## src/nvac_defines.svh

```systemverilog
// Register map, field positions and reset values of the flash access control
//
// Functional notes
// - Cache mode 0x2: hit and miss take programmed waits; 0x3 reserved.
// - Sleep mode 0x0: low power on sleep entry, wake on first access.
// - Sleep mode 0x1: low power on sleep entry, wake when sleep ends.
// - Sleep mode 0x3: no automatic power reduction; 0x2 reserved.
// - Manual write 0: writing last page-buffer word programs that page.
// - Manual write 1: programming only by explicit write command.
// - Manual write select resets to 1.
// - Each flash read inserts the 4-bit wait-state count, 0 to 15; a hit skips it except in cache mode 0x2.
// - Read wait-state field resets to zero.
// - 22-bit address feeds commands and follows page-buffer writes.
`ifndef NVAC_DEFINES_SVH
`define NVAC_DEFINES_SVH

`define NVAC_APB_AW 12
`define NVAC_OFS_CMD 12'h000
`define NVAC_OFS_CFG 12'h004
`define NVAC_OFS_STAT 12'h018
`define NVAC_OFS_ADDR 12'h01c

`define NVAC_WAIT_MSB 4
`define NVAC_WAIT_LSB 1
`define NVAC_MANUAL_BIT 7
`define NVAC_STAT_LP_BIT 0
`define NVAC_STAT_BUSY_BIT 1
`define NVAC_SLP_MSB 9
`define NVAC_SLP_LSB 8
`define NVAC_CACHE_MSB 17
`define NVAC_CACHE_LSB 16
`define NVAC_KEY_MSB 15
`define NVAC_KEY_LSB 8
`define NVAC_CMD_MSB 6

`define NVAC_CACHE_DET 2'h2
`define NVAC_CACHE_RSVD 2'h3
`define NVAC_SLP_ACCESS 2'h0
`define NVAC_SLP_INSTANT 2'h1
`define NVAC_SLP_RSVD 2'h2
`define NVAC_SLP_OFF 2'h3
`define NVAC_KEY 8'ha5
`define NVAC_CMD_WP 7'h04

`define NVAC_ADDR_W 22
`define NVAC_PAGE_W 5
`define NVAC_WAIT_RST 4'h0
`define NVAC_MANUAL_RST 1'b1
`define NVAC_SLP_RST 2'h0
`define NVAC_CACHE_RST 2'h0

`endif

```

## src/nvac_pkg.sv

```systemverilog
// Types shared by the flash access control files
package nvac_pkg;
    typedef enum logic [1:0] {
        NVAC_IDLE,
        NVAC_READ,
        NVAC_ACK
    } nvac_rd_state_e;

    typedef struct packed {
        logic valid;
        logic hit;
        logic [21:0] addr;
    } nvac_rd_req_s;

    typedef struct packed {
        logic valid;
        logic [21:0] addr;
    } nvac_pb_wr_s;

    typedef struct packed {
        logic rd_en;
        logic prog;
        logic lowpower;
        logic [21:0] addr;
    } nvac_flash_s;
endpackage

```

## src/nvac_ctrl.sv

```systemverilog
// Flash access control: APB registers, read wait states, sleep, page writes
`timescale 1ns/10ps
`include "nvac_defines.svh"
module nvac_ctrl (
    input wire logic core_clk, // System clock, 40 MHz
    input wire logic srst, // Synchronous reset, active high
    input wire logic [11:0] paddr, // APB address
    input wire logic psel, // APB select
    input wire logic penable, // APB access phase
    input wire logic pwrite, // APB direction
    input wire logic [31:0] pwdata, // APB write data
    output logic [31:0] prdata, // APB read data
    output logic pready, // APB ready
    output logic pslverr, // APB error on unmapped address
    input wire logic sys_sleep, // System is in sleep
    input wire nvac_pkg::nvac_rd_req_s rd_req, // Master read request
    output logic rd_ack, // Read data valid, one cycle
    output logic [31:0] rd_data, // Read data
    input wire nvac_pkg::nvac_pb_wr_s pb_wr, // Page-buffer word write
    output nvac_pkg::nvac_flash_s fl, // Flash array controls
    input wire logic [31:0] fl_rd_data // Flash array read data
);
    import nvac_pkg::*;

    logic [3:0] wait_states_r, wait_states_nxt;
    logic manual_wr_r, manual_wr_nxt;
    logic [1:0] slp_r, slp_nxt;
    logic [1:0] cache_r, cache_nxt;
    logic [21:0] addr_r, addr_nxt;
    logic [31:0] prdata_r, prdata_nxt;
    logic pready_r, pready_nxt;
    logic pslverr_r, pslverr_nxt;
    logic cmd_wp;
    nvac_rd_state_e st_r, st_nxt;
    nvac_flash_s fl_r, fl_nxt;
    logic rd_ack_r, rd_ack_nxt;
    logic [31:0] rd_data_r, rd_data_nxt;
    logic sleep_q_r;
    logic take;
    logic [3:0] eff_waits;
    logic expired;

    function automatic logic is_mapped(input logic [11:0] a);
        return a == `NVAC_OFS_CMD || a == `NVAC_OFS_CFG ||
            a == `NVAC_OFS_STAT || a == `NVAC_OFS_ADDR;
    endfunction

    function automatic logic is_last_word(input logic [21:0] a);
        return &a[`NVAC_PAGE_W-1:0];
    endfunction

    wire apb_wr = psel & penable & pready_r & pwrite;
    wire apb_setup = psel & ~penable;

    // Register group: one-cycle access phase, pready from a flop
    always_comb begin
        wait_states_nxt = wait_states_r;
        manual_wr_nxt = manual_wr_r;
        slp_nxt = slp_r;
        cache_nxt = cache_r;
        addr_nxt = addr_r;
        prdata_nxt = 32'h0;
        pready_nxt = apb_setup;
        pslverr_nxt = apb_setup & ~is_mapped(paddr);
        cmd_wp = 1'b0;
        if (apb_setup && !pwrite) begin
            unique case (paddr)
                `NVAC_OFS_CFG: begin
                    prdata_nxt[`NVAC_WAIT_MSB:`NVAC_WAIT_LSB] = wait_states_r;
                    prdata_nxt[`NVAC_MANUAL_BIT] = manual_wr_r;
                    prdata_nxt[`NVAC_SLP_MSB:`NVAC_SLP_LSB] = slp_r;
                    prdata_nxt[`NVAC_CACHE_MSB:`NVAC_CACHE_LSB] = cache_r;
                end
                `NVAC_OFS_STAT: begin
                    prdata_nxt[`NVAC_STAT_LP_BIT] = fl_r.lowpower;
                    prdata_nxt[`NVAC_STAT_BUSY_BIT] = (st_r != NVAC_IDLE);
                end
                `NVAC_OFS_ADDR: prdata_nxt[`NVAC_ADDR_W-1:0] = addr_r;
                default: prdata_nxt = 32'h0;
            endcase
        end
        if (apb_wr && paddr == `NVAC_OFS_CFG) begin
            wait_states_nxt = pwdata[`NVAC_WAIT_MSB:`NVAC_WAIT_LSB];
            manual_wr_nxt = pwdata[`NVAC_MANUAL_BIT];
            // Reserved encodings are refused so the mode stays defined
            if (pwdata[`NVAC_SLP_MSB:`NVAC_SLP_LSB] != `NVAC_SLP_RSVD) begin
                slp_nxt = pwdata[`NVAC_SLP_MSB:`NVAC_SLP_LSB];
            end
            if (pwdata[`NVAC_CACHE_MSB:`NVAC_CACHE_LSB] != `NVAC_CACHE_RSVD)
            begin
                cache_nxt = pwdata[`NVAC_CACHE_MSB:`NVAC_CACHE_LSB];
            end
        end
        if (apb_wr && paddr == `NVAC_OFS_ADDR) begin
            addr_nxt = pwdata[`NVAC_ADDR_W-1:0];
        end
        if (apb_wr && paddr == `NVAC_OFS_CMD &&
            pwdata[`NVAC_KEY_MSB:`NVAC_KEY_LSB] == `NVAC_KEY &&
            pwdata[`NVAC_CMD_MSB:0] == `NVAC_CMD_WP) begin
            cmd_wp = 1'b1;
        end
        // Hardware page-buffer tracking wins over a software address write
        if (pb_wr.valid) begin
            addr_nxt = pb_wr.addr;
        end
    end

    always_ff @(posedge core_clk) begin
        if (srst) begin
            wait_states_r <= `NVAC_WAIT_RST;
            manual_wr_r <= `NVAC_MANUAL_RST;
            slp_r <= `NVAC_SLP_RST;
            cache_r <= `NVAC_CACHE_RST;
            addr_r <= 22'h0;
            prdata_r <= 32'h0;
            pready_r <= 1'b0;
            pslverr_r <= 1'b0;
        end else begin
            wait_states_r <= wait_states_nxt;
            manual_wr_r <= manual_wr_nxt;
            slp_r <= slp_nxt;
            cache_r <= cache_nxt;
            addr_r <= addr_nxt;
            prdata_r <= prdata_nxt;
            pready_r <= pready_nxt;
            pslverr_r <= pslverr_nxt;
        end
    end

    assign take = (st_r == NVAC_IDLE) && rd_req.valid && !fl_r.lowpower;

    nvac_wait_timer u_timer (
        .core_clk(core_clk),
        .srst(srst),
        .start(take),
        .hit(rd_req.hit),
        .cache_mode(cache_r),
        .wait_states(wait_states_r),
        .eff_waits(eff_waits),
        .expired(expired)
    );

    // Read, power and program group
    always_comb begin
        st_nxt = st_r;
        fl_nxt = fl_r;
        fl_nxt.prog = 1'b0;
        rd_ack_nxt = 1'b0;
        rd_data_nxt = rd_data_r;
        unique case (st_r)
            NVAC_IDLE: begin
                if (take) begin
                    st_nxt = NVAC_READ;
                    fl_nxt.rd_en = 1'b1;
                    fl_nxt.addr = rd_req.addr;
                end
            end
            NVAC_READ: begin
                if (expired) begin
                    st_nxt = NVAC_ACK;
                    fl_nxt.rd_en = 1'b0;
                    rd_ack_nxt = 1'b1;
                    rd_data_nxt = fl_rd_data;
                end
            end
            NVAC_ACK: st_nxt = NVAC_IDLE;
        endcase
        // Entering sleep drops the array to low power unless disabled
        if (sys_sleep && !sleep_q_r && slp_r != `NVAC_SLP_OFF) begin
            fl_nxt.lowpower = 1'b1;
        end else if (fl_r.lowpower) begin
            if (slp_r == `NVAC_SLP_INSTANT && !sys_sleep) begin
                fl_nxt.lowpower = 1'b0;
            end else if (slp_r == `NVAC_SLP_ACCESS &&
                (rd_req.valid || pb_wr.valid)) begin
                fl_nxt.lowpower = 1'b0;
            end else if (slp_r == `NVAC_SLP_OFF) begin
                fl_nxt.lowpower = 1'b0;
            end
        end
        // Automatic page write has priority over a command in the same cycle
        if (pb_wr.valid && !manual_wr_r && is_last_word(pb_wr.addr)) begin
            fl_nxt.prog = 1'b1;
            fl_nxt.addr = pb_wr.addr;
        end else if (cmd_wp && st_r == NVAC_IDLE && !take) begin
            fl_nxt.prog = 1'b1;
            fl_nxt.addr = addr_r;
        end
    end

    always_ff @(posedge core_clk) begin
        if (srst) begin
            st_r <= NVAC_IDLE;
            fl_r <= '0;
            rd_ack_r <= 1'b0;
            rd_data_r <= 32'h0;
            sleep_q_r <= 1'b0;
        end else begin
            st_r <= st_nxt;
            fl_r <= fl_nxt;
            rd_ack_r <= rd_ack_nxt;
            rd_data_r <= rd_data_nxt;
            sleep_q_r <= sys_sleep;
        end
    end

    assign prdata = prdata_r;
    assign pready = pready_r;
    assign pslverr = pslverr_r;
    assign rd_ack = rd_ack_r;
    assign rd_data = rd_data_r;
    assign fl = fl_r;

    // Helper: counts read-phase cycles against the latched wait count
    logic [4:0] obs_cnt_r;
    logic [3:0] obs_w_r;
    always_ff @(posedge core_clk) begin
        if (srst || take) begin
            obs_cnt_r <= 5'h0;
        end else if (st_r == NVAC_READ) begin
            obs_cnt_r <= obs_cnt_r + 5'h1;
        end
        if (take) begin
            obs_w_r <= eff_waits;
        end
    end
endmodule // nvac_ctrl

```

## src/nvac_wait_timer.sv

```systemverilog
// Read wait-state counter with cache-mode timing selection
`timescale 1ns/10ps
`include "nvac_defines.svh"
module nvac_wait_timer (
    input wire logic core_clk, // System clock
    input wire logic srst, // Synchronous reset
    input wire logic start, // Load on read take
    input wire logic hit, // Cache hit on this read
    input wire logic [1:0] cache_mode, // Cache timing mode
    input wire logic [3:0] wait_states, // Programmed wait states
    output logic [3:0] eff_waits, // Waits chosen for this read
    output logic expired // Count has reached zero
);
    logic [3:0] cnt_r;
    logic [3:0] cnt_nxt;

    // Outside deterministic mode a hit bypasses the array wait states
    always_comb begin
        if (hit && cache_mode != `NVAC_CACHE_DET) begin
            eff_waits = 4'h0;
        end else begin
            eff_waits = wait_states;
        end
    end

    always_comb begin
        cnt_nxt = cnt_r;
        if (start) begin
            cnt_nxt = eff_waits;
        end else if (cnt_r != 4'h0) begin
            cnt_nxt = cnt_r - 4'h1;
        end
    end

    always_ff @(posedge core_clk) begin
        if (srst) begin
            cnt_r <= 4'h0;
        end else begin
            cnt_r <= cnt_nxt;
        end
    end

    assign expired = (cnt_r == 4'h0);
endmodule // nvac_wait_timer

```

## config.mk

```make
export PLATFORM = sky130hd
export DESIGN_NAME = nvac_ctrl
export DESIGN_NICKNAME = d
export VERILOG_FILES = /design/src/nvac_pkg.sv /design/src/nvac_ctrl.sv /design/src/nvac_wait_timer.sv
export VERILOG_INCLUDE_DIRS = /design/src /design/src/src
export SDC_FILE = /design/constraint.sdc
export NUM_CORES = 1
export LEC_CHECK = 0
export BUFFER_PORTS_ARGS = -buffer_cell sky130_fd_sc_hd__buf_2
export CAP_MARGIN = 5
export CORE_UTILIZATION = 40
export DETAILED_ROUTE_END_ITERATION = 16
export GPL_ROUTABILITY_DRIVEN = 0
export PLACE_DENSITY = 0.71
export RECOVER_POWER = 25
export SLEW_MARGIN = 20
export SYNTH_ARGS = -nofsm -noshare
export SYNTH_HDL_FRONTEND = slang
export SYNTH_SLANG_ARGS = --single-unit
```

## constraint.sdc

```tcl
create_clock -name core_clk -period 2.1 [get_ports core_clk]
set_input_delay 0 -clock core_clk [delete_from_list [all_inputs] [get_ports core_clk]]
set_output_delay 0 -clock core_clk [all_outputs]
set_load 0.02 [all_outputs]
```

==> out/metrics.cfg <==
[run_status]
status = complete, no violations

[global_routing]
grt_pass1_wl_um = 29100
grt_pass1_vias = 5565
grt_max_degree = 60
grt_antenna_before_repair = 0
gr-total-overflow = 0
grt_usage_pct = 26.4

[route]
detail-route-antenna-nets = 0
wl_per_cell_um = 17.6
wl_um = 18500
vias_per_cell = 5.53
drt_pre_antenna_iters = 5
drc = 0
drt_iter0_drc = 454
via_count = 5831

[critical_path]
cp_slowest_cell = dlygate4sd3_1
cp_cell_sequence = dlygate4sd3_1 > buf_2 > nor4_1 > buf_4 > nand4_2 > or4_4 > buf_12 > a211oi_1 > o41ai_2
path_class = input port to register
cp.required_ns = 2.39
startpoint_type = input port
critPathCaptureType = register
worst_ep_arrival_time_ns = 2.38
max_stage_delay_ns = 0.55
critPathMaxFanout = 40
regToRegSetupSlack_ns = 0.06

[place]
portBuffers = 200
dpl_worst_slack_ns = 0.0197
placed_area_um2 = 6530
dp_hpwl_um = 12300

[die]
dieWidth_um = 118
fp.dieArea_um2 = 13900
start_util_pct = 41.8
fp.coreArea_um2 = 12800
die_h_um = 118
std_cell_rows = 41
pin_count = 221

[finish]
area_growth_pct = 48.9
layout-drive-gt1-share_pct = 27.3
design_area_um2 = 7980
nFillCells = 1059
n_antenna_cell = 0
fin_nets = 1002
final_cell_mix = 150 x buf_2, 118 x dfxtp_1, 83 x dlygate4sd3_1
utilization_pct = 62.2
final_common_cell = buf_2

[power_and_ir_drop]
power.total_mw = 8.27
p_sw_share_pct = 33.7
p_per_area_nw_per_um2 = 1040
p_leak_nw = 3.30
pwr-share-clk_pct = 37.4
p_switching_mw = 2.79
irDropWorstVdd_v = 0.000825
seq_power_share_pct = 34.3
intPower_mw = 5.48
pwr-share-comb_pct = 28.3

[synth]
syn_inst = 601
yosys_warnings = 0
ys_types = 49
synth-seq-cells = 120
synth-edff-count = 0
yosysSeqAreaShare_pct = 44.8
avgSynthCellArea_um2 = 8.92
ys_async_sr_fraction_pct = 0
synth.cell_area_um2 = 5360
ys.flop_type = dfxtp_1

[clock_network]
clk_latency_ns = 0.42
htree_num_levels = 4
cts_sinks = 120
ctsRootBufferMaster = clkbuf_16
clkSlewWorstSetupHoldPaths_ns = 0.06
cts_tree = done
cts_setup_buffers = 0
cts_made_buffers = 17
clockBufferDepth = 2

[sta]
max-slew-margin-rel_pct = 52.9
max_slew.worst_pin.slew_ns = 0.705
finalSetupViolCount = 0
fmaxAchievable_mhz = 478
hold_viol = 0
min_period_ns = 2.09
finalSetupTns_ns = 0
fin_crit_sh_pct = 99.6
slew_violations = 0
fin_ws_ns = 0.00924
worst_clock_skew_ns = 0.0106

[run]
drv_cap = 0

[hold_path]
timing.hold.worst.class = input port to register

## cell type report
type,count,area [um^2],share of cell area [%]
multi-input combinational,414,2710,33.9
sequential,120,2410,30.2
timing repair buffer,307,1990,24.9
clock buffer,17,425,5.33
tap,172,215,2.70
clock inverter,15,201,2.52
inverter,9,33.8,0.423
## Yosys cell counts (11+ instances only)
cell,number,area (um^2)
mux2i_1,33,330
buf_4,11,82.6
nand4_1,19,119
nor4_1,22,138
a21oi_1,43,215
nand2_1,74,278
nor2_1,58,218
and3_1,13,81.3
clkbuf_1,49,184
dfxtp_1,120,2400
a211oi_1,41,308
nand4b_1,17,149
## power groups by stage
stage / Clock, mW / Combinational [mW] / Sequential [mW]
floorplan: 0 / 1.11 / 3.18
global placement: 0 / 2.13 / 2.84
detailed placement: 0 / 2.19 / 2.86
CTS: 3.12 / 2.32 / 2.82
global route: 3.24 / 2.52 / 2.87
finish: 3.09 / 2.34 / 2.84
## worst paths after layout
| path | startpoint | to | cells past startpoint |
|---|---|---|---|
| setup / recovery | pwdata[4] | fl[19] | 9 |
| setup reg to reg | st_r[1] | fl[19] | 7 |
| hold / removal | rd_req[3] | fl[3] | 4 |
| hold reg to reg | rd_data[1] | rd_data[1] | 2 |
## stage by stage
step / std cells / hold WS, ns
3_5_place_dp: 939 / 0.227
4_1_cts: 1054 / 0.00336
3_3_place_gp: 939 / 0.220
6_report: 1054 / 0.0211
5_1_grt: 1054 / 0.0205
2_1_floorplan: 610 / 0.0785
## cell families after synthesis
family	count (synthesis)	synth area share, %
AO/OA/AOI/OAI	122	17.0
XOR/XNOR	1	0.163
adder cells (fa/ha/maj)	4	0.934
buffers and inverters	76	6.47
flip-flops	120	44.8
multiplexers	38	7.21
other	1	0.0700
AND/OR/NAND/NOR	239	23.4
## metal layers
layer | wire [um] | GRT usage [%] | up-vias
met2 | 8520 | 41.6 | 368
met3 | 1590 | 8.48 | 73
met1 | 7720 | 32.7 | 2694
met4 | 705 | 11.9 | 0
li1 | - | - | 2696
met5 | 0 | 0 | -
## critical path, delay by kind of cell
family | cells | cell delay [ns]
and+or+nand+nor | 3 | 0.82
AOI/OAI and AO/OA | 2 | 0.48
buffers and inverters | 4 | 1.05
## flip-flops by register name (all words and copies together) (netlist names)
signal	count
manual_wr_r	1
pready	1
sleep_q_r	1
prdata	22
wait_states_r	4
rd_ack	1
cache_r	2
rd_data	32
addr_r	22
u_timer.cnt_r	4
slp_r	2
fl	25
pslverr	1
st_r	2
## repair_timing
item	CTS	global route
resized for setup	1	7
endpoints found under the hold margin	86	0
endpoints found under the setup margin	3	6
hold buffers	83	0
Power figures use the tool's default switching activity.
